$ cat src/logic/rsp_pkg.sv
// Purpose: constants for the radar sensor serial configuration port
// Assumes: 200 MHz system clock, link clock sampled as an ordinary input
// Notes:
// Functional notes
// each data-in bit is captured at a rising edge of the serial clock.
// the master changes data-in at falling edges so it is stable at rise.
// on reads each data-out bit is driven at a rising edge of the clock.
// select is active low and the port acts on clock and data only then.
// a dedicated active-low port reset clears the port without the clock.
// the port reset is released 10 ns or more before the first fall.
// written values land in configuration registers setting chain modes.
// one select-low period frames one transaction in a fixed word format.
package rsp_pkg;
    // frame: 1 direction bit (1 = write), 7 address bits, 16 data bits, msb first
    localparam int unsigned ADDR_W      = 7;
    localparam int unsigned DATA_W      = 16;
    localparam int unsigned FRAME_BITS  = 24;
    localparam int unsigned NUM_REGS    = 16;
    localparam int unsigned IDX_W       = 4;
    localparam int unsigned CNT_W       = 5;
    localparam int unsigned DIR_POS     = 23;
    localparam int unsigned ADDR_MSB    = 22;
    localparam int unsigned ADDR_LSB    = 16;
    localparam int unsigned HDR_BITS    = 8;
    localparam logic [15:0] REG_RESET   = 16'h0000;
    localparam logic [6:0]  ADDR_LIMIT  = 7'h10;
    localparam int unsigned CLK_PS      = 5000;
    localparam int unsigned RST_LEAD_NS = 10;
    localparam int unsigned RST_LEAD_CYC =
        ((RST_LEAD_NS * 1000) / CLK_PS) < 1 ? 1 :
        ((RST_LEAD_NS * 1000) / CLK_PS);
    typedef enum logic [1:0] {
        RSP_IDLE = 2'b00,
        RSP_HDR  = 2'b01,
        RSP_DATA = 2'b10,
        RSP_DONE = 2'b11
    } rsp_state_type;
endpackage : rsp_pkg

$ cat src/logic/rsp_sync.sv
// Purpose: two-flop synchroniser for one bit
// Assumes: input asynchronous to clk_i
// Notes: first flop read only by second
`timescale 1ns/1ps
`default_nettype none
module rsp_sync (
    input  wire logic clk_i,
    input  wire logic rst_n_i,
    input  wire logic async_i,
    output logic      sync_o
);
    logic meta_r;
    logic sync_r;
    always_ff @(posedge clk_i) begin
        if (!rst_n_i) begin
            meta_r <= 1'b0;
            sync_r <= 1'b0;
        end else begin
            meta_r <= async_i;
            sync_r <= meta_r;
        end
    end
    assign sync_o = sync_r;
endmodule : rsp_sync
`default_nettype wire

$ cat src/logic/rsp_port.sv
// Purpose: serial configuration port with register file
// Assumes: link clock far slower than clk_i (at least 8 samples a period)
// Notes: register contents leave as a flat bus for the chain logic
`timescale 1ns/1ps
`default_nettype none
module rsp_port
    import rsp_pkg::*;
(
    input  wire logic                         clk_i,
    input  wire logic                         rst_n_i,
    input  wire logic                         port_reset_n_i,
    input  wire logic                         port_select_n_i,
    input  wire logic                         serial_clock_line_i,
    input  wire logic                         serial_in_line_i,
    output logic                              serial_out_line_o,
    output logic                              serial_out_line_oe_o,
    output logic [NUM_REGS*DATA_W-1:0]        config_o,
    output logic                              write_strobe_o
);
    ////////////////////////////////////////////////////////////////////////
    logic sclk_s;
    logic sel_n_s;
    logic sdi_s;
    logic prst_n_s;
    localparam int unsigned NSYNC = 4;
    logic [NSYNC-1:0] raw_in;
    logic [NSYNC-1:0] syn_out;
    assign raw_in = {port_reset_n_i, serial_in_line_i,
                     port_select_n_i, serial_clock_line_i};
    assign {prst_n_s, sdi_s, sel_n_s, sclk_s} = syn_out;

    genvar g;
    generate
        for (g = 0; g < NSYNC; g++) begin : g_sync
            rsp_sync u_sync (
                .clk_i   (clk_i),
                .rst_n_i (rst_n_i),
                .async_i (raw_in[g]),
                .sync_o  (syn_out[g])
            );
        end
    endgenerate

    ////////////////////////////////////////////////////////////////////////
    // port reset is asynchronous to the link clock: it acts in clk_i time
    // regardless of the serial clock
    logic port_clr;
    assign port_clr = !rst_n_i || !prst_n_s;

    logic          sclk_r;
    logic          sclk_nxt;
    rsp_state_type state_r;
    rsp_state_type state_nxt;
    logic [CNT_W-1:0]      cnt_r;
    logic [CNT_W-1:0]      cnt_nxt;
    logic [FRAME_BITS-1:0] shin_r;
    logic [FRAME_BITS-1:0] shin_nxt;
    logic [DATA_W-1:0]     shout_r;
    logic [DATA_W-1:0]     shout_nxt;
    logic                  sdo_r;
    logic                  sdo_nxt;
    logic                  oe_r;
    logic                  oe_nxt;
    logic                  wr_r;
    logic                  wr_nxt;
    logic [DATA_W-1:0]     regs_r [NUM_REGS];
    logic [FRAME_BITS-1:0] word;
    logic                  rise;

    assign rise = sclk_s && !sclk_r;
    always_comb begin
        word = {shin_r[FRAME_BITS-2:0], sdi_s};
    end

    always_comb begin
        sclk_nxt  = sclk_s;
        state_nxt = state_r;
        cnt_nxt   = cnt_r;
        shin_nxt  = shin_r;
        shout_nxt = shout_r;
        sdo_nxt   = sdo_r;
        oe_nxt    = oe_r;
        wr_nxt    = 1'b0;
        if (sel_n_s) begin
            // select high: ignore clock and data, release the out line
            state_nxt = RSP_IDLE;
            cnt_nxt   = '0;
            oe_nxt    = 1'b0;
        end else begin
            case (state_r)
                RSP_IDLE: begin
                    state_nxt = RSP_HDR;
                    cnt_nxt   = '0;
                    oe_nxt    = 1'b1;
                    sdo_nxt   = 1'b0;
                end
                RSP_HDR, RSP_DATA: begin
                    if (rise) begin
                        // data is stable here; master moved it at fall
                        shin_nxt = word;
                        cnt_nxt  = cnt_r + 1'b1;
                        if (state_r == RSP_DATA) begin
                            // next read bit leaves at this same edge
                            sdo_nxt   = shout_r[DATA_W-1];
                            shout_nxt = {shout_r[DATA_W-2:0], 1'b0};
                        end
                        if (cnt_r == CNT_W'(HDR_BITS - 1)) begin
                            state_nxt = RSP_DATA;
                            // only the header byte has arrived: it is word low
                            if (word[ADDR_W-1:0] < ADDR_LIMIT) begin
                                shout_nxt = regs_r[word[IDX_W-1:0]];
                            end else begin
                                shout_nxt = '0;
                            end
                        end
                        if (cnt_r == CNT_W'(FRAME_BITS - 1)) begin
                            state_nxt = RSP_DONE;
                            wr_nxt    = word[DIR_POS]
                                        && word[ADDR_MSB:ADDR_LSB] < ADDR_LIMIT;
                        end
                    end
                end
                RSP_DONE: begin
                    // extra clocks inside one select period are ignored
                    state_nxt = RSP_DONE;
                end
                default: state_nxt = RSP_IDLE;
            endcase
        end
    end

    always_ff @(posedge clk_i) begin
        if (port_clr) begin
            sclk_r  <= 1'b0;
            state_r <= RSP_IDLE;
            cnt_r   <= '0;
            shin_r  <= '0;
            shout_r <= '0;
            sdo_r   <= 1'b0;
            oe_r    <= 1'b0;
            wr_r    <= 1'b0;
        end else begin
            sclk_r  <= sclk_nxt;
            state_r <= state_nxt;
            cnt_r   <= cnt_nxt;
            shin_r  <= shin_nxt;
            shout_r <= shout_nxt;
            sdo_r   <= sdo_nxt;
            oe_r    <= oe_nxt;
            wr_r    <= wr_nxt;
        end
    end

    ////////////////////////////////////////////////////////////////////////
    // configuration registers steering the chains
    logic [IDX_W-1:0]           widx;
    wire  [NUM_REGS*DATA_W-1:0] cfg_nxt;
    assign widx = shin_r[ADDR_LSB +: IDX_W];
    generate
        for (g = 0; g < NUM_REGS; g++) begin : g_reg
            logic [DATA_W-1:0] reg_nxt;
            always_comb begin
                reg_nxt = regs_r[g];
                if (wr_r && widx == IDX_W'(g)) begin
                    reg_nxt = shin_r[DATA_W-1:0];
                end
            end
            always_ff @(posedge clk_i) begin
                if (port_clr) begin
                    regs_r[g] <= REG_RESET;
                end else begin
                    regs_r[g] <= reg_nxt;
                end
            end
            // flat copy so one process owns the whole output bus
            assign cfg_nxt[g*DATA_W +: DATA_W] = reg_nxt;
        end
    endgenerate

    always_ff @(posedge clk_i) begin
        if (port_clr) begin
            write_strobe_o <= 1'b0;
            config_o       <= {NUM_REGS{REG_RESET}};
        end else begin
            write_strobe_o <= wr_r;
            config_o       <= cfg_nxt;
        end
    end

    assign serial_out_line_o    = sdo_r;
    assign serial_out_line_oe_o = oe_r;
endmodule : rsp_port
`default_nettype wire

$ cat config.mk
export PLATFORM = sky130hd
export DESIGN_NAME = rsp_port
export DESIGN_NICKNAME = d
export VERILOG_FILES = /design/src/logic/rsp_pkg.sv /design/src/logic/rsp_sync.sv /design/src/logic/rsp_port.sv
export SDC_FILE = /design/constraint.sdc
export NUM_CORES = 1
export LEC_CHECK = 0
export ABC_AREA = 1
export BUFFER_PORTS_ARGS = -buffer_cell sky130_fd_sc_hd__buf_2
export CAP_MARGIN = 15
export CORE_MARGIN = 5
export CORE_UTILIZATION = 41
export CTS_CLUSTER_SIZE = 24
export DETAILED_ROUTE_END_ITERATION = 10
export SLEW_MARGIN = 20
export SYNTH_ARGS = -nofsm -noshare
export SYNTH_HDL_FRONTEND = slang
export SYNTH_SLANG_ARGS = --single-unit
export TNS_END_PERCENT = 30
$ cat constraint.sdc
create_clock -name clk_i -period 2.35 [get_ports clk_i]
set_input_delay 0.235 -clock clk_i [delete_from_list [all_inputs] [get_ports clk_i]]
set_output_delay 0.235 -clock clk_i [all_outputs]
set_load 0.01 [all_outputs]
# --- Yosys cells after proc, flatten, opt, wreduce, memory -nomap -nowiden ---
# Memories as Yosys holds them, arrays and structs flattened.
# Index checks and enable logic that the tools add are counted.
# W data, S select, Z words.
word_totals:
  register_bits: 315
  ram_bits: 256
  input_bits: 6
  output_inout_bits: 259
  elab_cells: 146
  mem_count: 1
memory_table:
  columns: ["name", "words", "word_bits", "read_ports", "rd_clocked_by_memory_dff", "write_ports", "line_no", "source"]
  rows:
  - ["regs_r", 16, 16, 17, 0, 16, "rsp_port.sv:66", "logic [DATA_W-1:0] regs_r [NUM_REGS];"]
op_classes:
  addsub: 1
  n_lt_le_gt_ge: 2
  n_eq_ne: 23
  muxes: 47
  n_bitwise: 20
  n_reduce_logical: 34
ops:
  columns: ["cell", "count"]
  rows:
  - ["$mux W16", 35]
  - ["$eq A4 B4 Y1 const B", 8]
  - ["$logic_and A1 B1 Y1", 18]
  - ["$eq A4 B3 Y1 const B", 4]
  - ["$or A1 B1 Y1", 16]
  - ["$lt A7 B5 Y1 const B", 2]
  - ["$pmux W5 S2", 1]
  - ["$eq A4 B2 Y1 const B", 2]
  - ["$reduce_and A4 Y1", 2]
  - ["$mux W2", 3]
  - ["$pmux W2 S3", 1]
  - ["$add A5 B1 Y5 const B", 1]
  - ["$eq A5 B3 Y1 const B", 1]
  - ["$eq A5 B5 Y1 const B", 1]
  - ["$mux W1", 5]
  - ["$mux W5", 1]
  - ["$reduce_or A5 Y1", 1]
  - ["$eq A2 B2 Y1 const B", 2]
  - ["$eq A4 B1 Y1 const B", 1]
  - ["$logic_not A4 Y1", 1]
  - ["$ne A2 B2 Y1 const B", 2]
  - ["$not A1 Y1", 4]
  - ["$reduce_and A2 Y1", 2]
  - ["$reduce_bool A2 Y1", 2]
  - ["8 further kinds", 11]

# --- Longest topological paths before layout ---
# Gate-level depths: netlist (run 1).
depth:
  ltp_word: 5
  mapped_depth: 11
  depth_no_buf: 9

# --- Modules after synthesis ---
# A second synthesis (run 1) with hierarchy kept.
hier_totals:
  cells_unflattened: 2020
  area_unflattened_um2: 14093.5
modules_own_cells:
  columns: ["module", "n_inst", "cells_per_inst", "area_per_inst_um2", "seq_area_each_um2"]
  rows:
  - ["rsp_port", 1, 1996, 13873.3, 6145.9]
  - ["rsp_sync", 4, 6, 55.1, 40.0]

# --- Worst setup path after synthesis (run 1) ---
# No wires, ideal clock.
synth_path:
  path_type: "reg-to-reg"
  startpoint: "register state_r[0]"
  endpoint: "register shout_r[11]"
  setup_ps: 70
  arrival_ps: 1590
  required_time_ps: 2280
  slack_ps: 691
  stages_incl_launch_ff: 11
  path_buffers: 2
  synth_period_minus_slack_ps: 1659
  cell_sequence: "dfxtp_1 inv_1 ha_1 buf_4 nand2_2 nor2_8 o21ai_4 buf_6 o21ai_0 inv_1 a21oi_1"
synth_via:
  elab_chain_len: 3
  elab_cells_between_ends: 5
  classes_between: "eq/ne (2); reduce/logical (3)"
synth_lines:
  columns: ["element", "line_no", "source"]
  rows:
  - ["start: declaration", "rsp_port.sv:52", "rsp_state_type state_r;"]
  - ["start signal: assignment", "rsp_port.sv:144", "state_r <= state_nxt;"]
  - ["$eq A2 B2 Y1 or $eq A2 B1 Y1 (tied branches)", "rsp_port.sv:90, rsp_port.sv:102", null]
  - ["$reduce_bool A2 Y1 (no source line) or $reduce_or A2 Y1 (tied branches)", null, null]
  - ["$reduce_and A4 Y1 (no source line) *", null, null]
  - ["end signal: assignment", "rsp_port.sv:147", "shout_r <= shout_nxt;"]
  - ["end: declaration", "rsp_port.sv:58", "logic [DATA_W-1:0] shout_r;"]
# Every way passes the cells marked *; elsewhere a longest branch is shown, timed or not.
# A chain may end at the register's enable or synchronous reset.

# --- Worst setup path after layout (run 1) ---
layout_path:
  startpoint: "register state_r[0]"
  endpoint: "register shout_r[14]"
# Same word-level chain as after synthesis.

==> metrics.log, run 1 <==
[metrics] total negative slack for setup checks: 0 ns
[metrics] endpoint arrival time on the critical path: 2.55 ns
[metrics] post-route fraction of the period consumed by the critical path: 90.0%
[metrics] Crit. path cell count: 7
[metrics] Worst R2R Setup Slack: 0.23 ns
[metrics] Buffers & Inverters on Critical Path: 2
[metrics] Hold/Removal Path Class: input port to register
[metrics] initial antenna violation count: 0
[metrics] number of register bits inferred by synthesis: 315
[metrics] ports placed on the boundary: 265
[metrics] Switching Fraction: 22.0%
[metrics] count of TritonRoute iterations in the first routing pass: 5
[metrics] reported max-cap violation count: 0
[metrics] total wire length after detailed routing: 49500 µm
[metrics] headroom to the max-slew limit: 36.6%
[metrics] clock-pin transition on the worst setup and hold timing paths: 0.06 ns
[metrics] Critical R2R Launch: state_r[0]
[metrics] Post-Syn Instances: 2011
[metrics] number of nets with antenna violations after detailed routing: 0
[metrics] crit start category: register
[metrics] number of buffers inserted to repair setup after CTS: 0
[metrics] Critical Path Max Stage Delay: 0.46 ns
[metrics] post-DP HPWL: 34000 µm
[metrics] grt total ovfl: 0
[metrics] cell-internal power: 8.53 mW
[metrics] Clock Latency Late Sink: 0.51 ns
[metrics] H-Tree Level Count: 2
[metrics] largest area contributor in the synthesized netlist: sky130_fd_sc_hd__dfxtp_1
[metrics] All-Layer GR Usage: 25.1%
[metrics] endpoints failing hold: 0
[metrics] number of max-slew violations in the final report: 0
[metrics] wire per inst: 18.5 µm
[metrics] launching element of the worst setup path: state_r[0]
[metrics] chain of cells forming the critical path: inv_1, ha_1, nand3b_1, buf_4, nor2_2, nand3_1, a21oi_1
[metrics] Layout Nets: 2211
[metrics] per-cell via count in the routed design: 5.21
[metrics] status: completed
[metrics] ys flop type: sky130_fd_sc_hd__dfxtp_1
[metrics] total via count in the routed design: 13900
[metrics] TritonCTS clock tree: built
[metrics] power per cell area: 655 mW/mm²
[metrics] syn avg cell area: 6.95 µm²
[metrics] post-placement cell count: 2606
[metrics] die span in x: 195 µm
[metrics] clock buffer count from CTS: 36
[metrics] Die Y-Extent: 195 µm
[metrics] setup repair after global routing missed its margin: false
[metrics] number of distinct library cell variants in the gate-level netlist after synthesis: 32
[metrics] static leakage: 7.12 nW
[metrics] final non-filler cell area: 0.0167 mm²
[metrics] placeable core area: 0.0336 mm²
[metrics] Final Setup Violations: 0
[metrics] Highest Clock Rate: 473 MHz
[metrics] share of layout cells above drive strength 1: 17.4%
[metrics] antenna fix cells: 0
[metrics] sink count of the clock tree: 315
[metrics] DR DRC count: 0
[metrics] nets in the synthesized netlist: 2022
[metrics] port bufs: 264
[metrics] Switching Power: 2.41 mW
[metrics] transition time at the pin with the least slew margin: 0.950 ns
[metrics] Clk pwr share: 48.2%
[metrics] critical path data required time: 2.79 ns
[metrics] dominant cells by area after synthesis: sky130_fd_sc_hd__dfxtp_1 45%, sky130_fd_sc_hd__a21oi_1 11%, sky130_fd_sc_hd__o21ai_0 10%
[metrics] CP Max Fanout: 32
[metrics] Initial Util: 41.6%
[metrics] Initial DRC Count: 1239
[metrics] worst clock skew: 0.0128 ns
[metrics] Yosys warning total: 0
[metrics] area enclosed by the die boundary: 0.0379 mm²
[metrics] kind of end point of the critical path: register
[metrics] cell type group with the largest total delay on the critical path: simple AND/OR/NAND/NOR gates
[metrics] first-pass GRT wire length: 76500 µm
[metrics] routability cong.: 0.902
[metrics] non-filler instance count after layout: 2671
[metrics] sequential element share of the synthesized area: 45.1%
[metrics] cell type of the slowest stage on the worst timing path: sky130_fd_sc_hd__ha_1
[metrics] number of buffers on the longest clock path: 3
[metrics] clock period minus worst slack: 2.12 ns
[metrics] total design power: 10.9 mW
[metrics] hold path start: rst_n_i
[metrics] area grow syn2layout: 19.5%
[metrics] destination of the critical timing path: shout_r[14]
[metrics] top-area cell type share of the netlist area: 45.1%
[metrics] category of the most critical setup path: register to register
[metrics] critical register-to-register path endpoint: shout_r[14]
[metrics] number of global-route vias before repair: 13000
[metrics] worst-case vdd ir drop: 0.347 mV
[metrics] area of placed instances: 0.0156 mm²
[metrics] share of synthesized flip-flops with an asynchronous set or reset: 0%
[metrics] part of the total power dissipated in combinational logic: 2.9%
[metrics] largest net degree at the start of global routing: 135
[metrics] R2R cell count: 7
[metrics] Cell Rows: 67
[metrics] Post-Synthesis Cell Area: 0.0140 mm²
[metrics] count of flip-flops with a built-in enable after synthesis: 0
[metrics] root buffer cell: sky130_fd_sc_hd__clkbuf_16
[metrics] Seq pwr share: 48.9%
[per-stage QoR]
stage	setup WS (ns)	util, %	hold slack (ns)
floorplan	0.691	-	0.333
global placement	0.368	46.3	0.400
detailed placement	0.245	46.3	0.411
CTS	0.234	49.7	0.00992
global route	0.0939	49.7	0.0555
finish	0.235	49.7	0.0365
[cells in the final DEF, fill, tap and decap left out, drive strengths merged, types with 4 or more instances in the layout]
master and instances:
a21oi 296, buf 305, clkbuf 57, clkinv 5
dfxtp 315, dlygate4sd3 4, ha 5, inv 290
nand2 363, nand3 207, nor2 56, nor3 7
o21ai 304
[power groups by stage]
stage               combinational, mW  clock (mW)  sequential [mW]
floorplan                       0.226           0             5.47
global placement                0.305           0             5.47
detailed placement              0.307           0             5.47
CTS                             0.313        5.39             5.35
global route                    0.354        5.60             5.35
finish                          0.314        5.27             5.35
[worst min-delay path by stage]
stage                                   end  slack [ns]  cells past startpoint
global route        g_sync[3].u_sync.meta_r        0.06                      3
finish              g_sync[3].u_sync.sync_o        0.04                      3
floorplan           g_sync[0].u_sync.meta_r        0.33                      2
global placement    g_sync[3].u_sync.sync_o        0.40                      2
CTS                 g_sync[3].u_sync.sync_o        0.01                      3
detailed placement  g_sync[3].u_sync.sync_o        0.41                      2
[layout make-up]
| type | instances | area, µm² |
|---|---|---|
| clock buffers | 57 | 1060 |
| clock inverters | 4 | 23.8 |
| fillers | 3461 | 16900 |
| inverters | 291 | 1100 |
| multi-input cells | 1247 | 5860 |
| flip-flops and latches | 315 | 6310 |
| well taps | 448 | 561 |
| repair buffers | 309 | 1780 |
[synth_stat cells, types with 2 or more instances]
master                       n
sky130_fd_sc_hd__nand2_1   361
sky130_fd_sc_hd__nor3_1      4
sky130_fd_sc_hd__buf_2      54
sky130_fd_sc_hd__buf_6       3
sky130_fd_sc_hd__nor3_2      3
sky130_fd_sc_hd__nand3_1   207
sky130_fd_sc_hd__clkbuf_1   87
sky130_fd_sc_hd__ha_1        5
sky130_fd_sc_hd__a21oi_1   296
sky130_fd_sc_hd__nor2_1     45
sky130_fd_sc_hd__o21ai_0   289
sky130_fd_sc_hd__o21ai_1    13
sky130_fd_sc_hd__dfxtp_1   315
sky130_fd_sc_hd__nand4_1     2
sky130_fd_sc_hd__buf_4       9
sky130_fd_sc_hd__nor2_4      2
sky130_fd_sc_hd__inv_1     278
sky130_fd_sc_hd__inv_2      13
sky130_fd_sc_hd__buf_1       5
sky130_fd_sc_hd__nor2_2      8
[layer usage]
metal	share of wire, %	GRT usage (%)
met5	0	0
met4	3.4	8.23
met3	7.2	4.45
met2	46	40.6
met1	43	34.1
[worst min-delay path: stages]
cell and delay [ns]:
sky130_fd_sc_hd__buf_2 0.16, sky130_fd_sc_hd__nand2_1 0.07, sky130_fd_sc_hd__inv_1 0.03
[sequential cells by signal, summed over array words and instances (netlist names)]
signal                cells
wr_r                      1
g_sync.u_sync.meta_r      4
shout_r                  16
state_r                   2
config_o                256
shin_r                   23
g_sync.u_sync.sync_o      4
serial_out_line_o         1
serial_out_line_oe_o      1
sclk_r                    1
cnt_r                     5
write_strobe_o            1
[cells by family (layout without fill, tap and decap cells)]
logic type	Yosys count	in the layout	synth area share, %
flip-flops	315	315	45.1
buffers and inverters	449	661	12.9
AND/OR/NAND/NOR	640	640	19.8
AO/OA/AOI/OAI	602	602	21.7
adder cells (fa/ha/maj)	5	5	0.448
[timing repair]
| item | 4_1_cts | 5_1_grt |
|---|---|---|
| resized for setup | 0 | 0 |
| hold buffers | 4 | 0 |
| endpoints found under the hold margin | 4 | 0 |
| setup endpoints to repair | 0 | 0 |
(Power assumes the default switching activity.)
==> run 2, diff against run 1 <==
--- a/config.mk
+++ b/config.mk
@@ -15,5 +15,6 @@
 export SLEW_MARGIN = 20
 export SYNTH_ARGS = -nofsm -noshare
 export SYNTH_HDL_FRONTEND = slang
+export SYNTH_HIERARCHICAL = 1
 export SYNTH_SLANG_ARGS = --single-unit
 export TNS_END_PERCENT = 30
==> constraint.sdc (replaced) <==
create_clock -name clk_i -period 2.2 [get_ports clk_i]
set_input_delay 0.22 -clock clk_i [delete_from_list [all_inputs] [get_ports clk_i]]
set_output_delay 0.22 -clock clk_i [all_outputs]
set_load 0.01 [all_outputs]
==> run 2 against run 1 <==
  * Non-clock buffer count increased by 11
  * Combinational power increased by 9.9%
  * Routed wire length up 1.5%
  * Register-to-register slack got worse by 0.07 ns
  * Die area increased by 0.78%
  * Utilization decreased by 0.15 points
  * Via count up 1.5%
  * Sequential power rose by 6.9%
  * Sequential share of layout area fell by 0.54 points
  * Largest power group is now the clock network
==> metrics.log, run 2 <==
[metrics] most common cell after layout, fill and taps aside: sky130_fd_sc_hd__nand2_1
[metrics] register ranked first by flip-flop count: config_o
[metrics] TritonCTS clock tree: built
[metrics] CP Max Fanout: 19 (-41%)
[metrics] sequential element share of the synthesized area: 44.7% (-0.37 points)
[metrics] Die Y-Extent: 195 µm (+0.39%)
[metrics] Final Setup Violations: 0 (unchanged)
[metrics] Worst R2R Setup Slack: 0.16 ns (-0.07 ns)
[metrics] count of TritonRoute iterations in the first routing pass: 7 (+2)
[metrics] antenna fix cells: 0 (unchanged)
[metrics] count of flip-flops with a built-in enable after synthesis: 0 (unchanged)
[metrics] worst-case vdd ir drop: 0.475 mV (+37%)
[metrics] share of layout cells above drive strength 1: 18.5% (+1.1 points)
[metrics] category of the most critical setup path: register to register
[metrics] crit start category: register
[metrics] total via count in the routed design: 14100 (+1.5%)
[metrics] most frequent cells after synthesis: 374 x sky130_fd_sc_hd__nand2_1, 315 x sky130_fd_sc_hd__dfxtp_1, 291 x sky130_fd_sc_hd__a21oi_1
[metrics] area enclosed by the die boundary: 0.0382 mm² (+0.78%)
[metrics] transition time at the pin with the least slew margin: 0.812 ns (-0.138 ns)
[metrics] highest-count cells in the layout ignoring fill and taps: 374 x sky130_fd_sc_hd__nand2_1, 313 x sky130_fd_sc_hd__dfxtp_1, 291 x sky130_fd_sc_hd__a21oi_1
[metrics] routability cong.: 0.922 (+2.2%)
[metrics] area grow syn2layout: 20.2%
[metrics] power per cell area: 707 mW/mm² (+7.9%)
[metrics] largest net degree at the start of global routing: 75 (-44%)
[metrics] status: completed
[metrics] placeable core area: 0.0342 mm² (+1.7%)
[metrics] Switching Power: 2.61 mW (+8.2%)
[metrics] total wire length after detailed routing: 50200 µm (+1.5%)
[metrics] post-DP HPWL: 34900 µm (+2.8%)
[metrics] Initial Util: 41.2% (-0.38 points)
[metrics] first-pass GRT wire length: 76800 µm (+0.32%)
[metrics] reported max-cap violation count: 0 (unchanged)
[metrics] number of max-slew violations in the final report: 0 (unchanged)
[metrics] ports placed on the boundary: 265 (unchanged)
[metrics] Yosys warning total: 6 (+6)
[metrics] endpoint arrival time on the critical path: 2.42 ns (-0.13 ns)
[metrics] number of global-route vias before repair: 13200 (+1.9%)
[metrics] Layout Nets: 2230 (+0.86%)
[metrics] nets in the synthesized netlist: 2031 (+0.45%)
[metrics] Fillers: 3567 (+3.1%)
[metrics] endpoints failing hold: 0 (unchanged)
[metrics] initial antenna violation count: 0 (unchanged)
[metrics] largest area contributor in the synthesized netlist: sky130_fd_sc_hd__dfxtp_1
[metrics] Cell Rows: 68 (+1.5%)
[metrics] Highest Clock Rate: 491 MHz (+3.9%)
[metrics] cell-internal power: 9.36 mW (+9.8%)
[metrics] headroom to the max-slew limit: 45.8% (+9.2 points)
[metrics] critical register-to-register path endpoint: shout_r[1]
[metrics] ys flop type: sky130_fd_sc_hd__dfxtp_1
[metrics] dominant cells by area after synthesis: sky130_fd_sc_hd__dfxtp_1 45%, sky130_fd_sc_hd__a21oi_1 10%, sky130_fd_sc_hd__nand2_1 10%
[metrics] leading registers by flop count: config_o x256, shin_r x23, shout_r x16
[metrics] worst clock skew: 0.0130 ns (+0.000203 ns)
[metrics] kind of end point of the critical path: register
[metrics] root buffer cell: sky130_fd_sc_hd__clkbuf_16
[metrics] setup repair after global routing missed its margin: false
[metrics] Seq pwr share: 47.8% (-1.1 points)
[metrics] share of synthesized flip-flops with an asynchronous set or reset: 0% (unchanged)
[metrics] part of the total power dissipated in combinational logic: 2.9% (about the same)
[metrics] top-area cell type share of the netlist area: 44.7% (-0.37 points)
[metrics] wire per inst: 18.6 µm (+0.41%)
[metrics] Post-Synthesis Cell Area: 0.0141 mm² (+0.82%)
[metrics] Hold/Removal Path Class: register to register
[metrics] max reg flops: 256 (unchanged)
[metrics] critical path data required time: 2.59 ns (-0.20 ns)
[metrics] number of nets with antenna violations after detailed routing: 0 (unchanged)
[metrics] clock buffer count from CTS: 36 (unchanged)
[metrics] Switching Fraction: 21.8% (-0.24 points)
[metrics] final non-filler cell area: 0.0169 mm² (+1.4%)
[metrics] DR DRC count: 0 (unchanged)
[metrics] number of register bits inferred by synthesis: 315 (unchanged)
[metrics] H-Tree Level Count: 2 (unchanged)
[metrics] static leakage: 7.26 nW (+2.0%)
[metrics] All-Layer GR Usage: 25.0% (-0.078 points)
[metrics] number of distinct library cell variants in the gate-level netlist after synthesis: 28 (-13%)
[metrics] clock period minus worst slack: 2.04 ns (-0.0797 ns)
[metrics] area of placed instances: 0.0157 mm² (+0.81%)
[metrics] sink count of the clock tree: 315 (unchanged)
[metrics] Initial DRC Count: 1192 (-3.8%)
[metrics] die span in x: 195 µm (+0.39%)
[metrics] port bufs: 264 (unchanged)
[metrics] R2R cell count: 11 (+4)
[metrics] endpoint of the worst hold path: g_sync[2].u_sync/sync_o
[metrics] syn avg cell area: 6.98 µm² (+0.37%)
[metrics] Clk pwr share: 49.3% (+1.1 points)
[metrics] Critical R2R Launch: state_r[0]
[metrics] grt total ovfl: 0 (unchanged)
[metrics] Clock Latency Late Sink: 0.51 ns (about the same)
[metrics] number of buffers on the longest clock path: 3 (unchanged)
[metrics] post-route fraction of the period consumed by the critical path: 92.5% (+2.5 points)
[metrics] worst hold path cell count: 2 (-1)
[metrics] number of buffers inserted to repair setup after CTS: 0 (unchanged)
[metrics] most repeated cell in the gate-level netlist after synthesis: sky130_fd_sc_hd__nand2_1
[metrics] hold path start: g_sync[2].u_sync/meta_r
[metrics] Post-Syn Instances: 2020 (+0.45%)
[metrics] per-cell via count in the routed design: 5.23 (+0.44%)
[metrics] clock-pin transition on the worst setup and hold timing paths: 0.06 ns (about the same)
[metrics] total negative slack for setup checks: 0 ns (unchanged)
-- run 2: cell count changes after synthesis, moves of 7 or more --
cell / previous run / this run
sky130_fd_sc_hd__buf_6: 3 / 13
sky130_fd_sc_hd__o21ai_1: 13 / 39
sky130_fd_sc_hd__nand4_1: 2 / 9
sky130_fd_sc_hd__inv_2: 13 / 26
sky130_fd_sc_hd__inv_1: 278 / 271
sky130_fd_sc_hd__nand2_1: 361 / 374
sky130_fd_sc_hd__o21ai_0: 289 / 258
-- run 2: power groups by stage --
stage	clock [mW]	combinational [mW]	sequential [mW]
detailed placement	0	0.331	5.85
global placement	0	0.331	5.85
global route	6.22	0.386	5.72
floorplan	0	0.239	5.84
finish	5.90	0.345	5.72
CTS	5.99	0.342	5.72
-- run 2: cell families after synthesis --
kind of cell | after synthesis | synth area share (%)
compound gates | 592 | 21.2
xor+xnor | 1 | 0.0622
fa+ha+maj | 5 | 0.444
buf+inv | 456 | 13.4
flops | 315 | 44.7
simple gates | 651 | 20.1
-- run 2: worst max path at each step --
stage | end | from | slack [ns] | cells past startpoint
after floorplan | shout_r[14] | state_r[0] | 0.53 | 10
after global placement | shout_r[15] | state_r[0] | 0.29 | 11
after detailed placement | shout_r[1] | state_r[0] | 0.19 | 10
after CTS | shout_r[1] | state_r[0] | 0.17 | 10
after global routing | shout_r[12] | state_r[0] | 0.0008 | 10
final | shout_r[1] | state_r[0] | 0.16 | 11
-- run 2: per-layer routing --
layer	GRT usage [%]	vias to the layer above	routed length, µm
li1	-	6924	-
met1	34.0	6562	21800
met2	41.3	548	23300
met3	3.55	85	3590
met4	7.89	0	1500
met5	0	-	0
-- run 2: critical path, stage by stage, from the launching register on --
cell,delay (ns)
sky130_fd_sc_hd__dfxtp_1,0.39
sky130_fd_sc_hd__inv_1,0.09
sky130_fd_sc_hd__ha_1,0.35
sky130_fd_sc_hd__inv_2,0.07
sky130_fd_sc_hd__nor2_4,0.15
sky130_fd_sc_hd__nand2_4,0.18
sky130_fd_sc_hd__a21oi_4,0.24
sky130_fd_sc_hd__inv_1,0.19
sky130_fd_sc_hd__nand2_1,0.09
sky130_fd_sc_hd__nand2_1,0.05
sky130_fd_sc_hd__inv_1,0.05
sky130_fd_sc_hd__a21oi_1,0.06
-- run 2: cell type report --
class | count | area [µm²] | share of cell area (%)
clock inverter | 6 | 55.1 | 0.325
tap | 455 | 569 | 3.36
inverter | 297 | 1120 | 6.64
multi-input combinational | 1249 | 5890 | 34.8
sequential | 315 | 6310 | 37.3
timing repair buffer | 320 | 1890 | 11.1
clock buffer | 57 | 1100 | 6.50
-- run 2: timing repair --
action | 4_1_cts | 5_1_grt
endpoints found under the hold margin | 7 | 0
hold buffers | 8 | 0
gates resized for setup | 0 | 2
setup endpoints to repair | 0 | 6
-- run 2: per-stage QoR --
step | power (mW) | utilization (%) | setup slack (ns) | cells | hold WS, ns
finish | 12.0 | 49.5 | 0.165 | 2699 | 0.409
global route | 12.3 | 49.5 | 0.000774 | 2699 | 0.437
CTS | 12.1 | 49.5 | 0.173 | 2699 | 0.415
detailed placement | 6.18 | 45.9 | 0.190 | 2628 | 0.406
global placement | 6.18 | 45.9 | 0.289 | 2628 | 0.401
floorplan | 6.08 | - | 0.534 | 2020 | 0.313
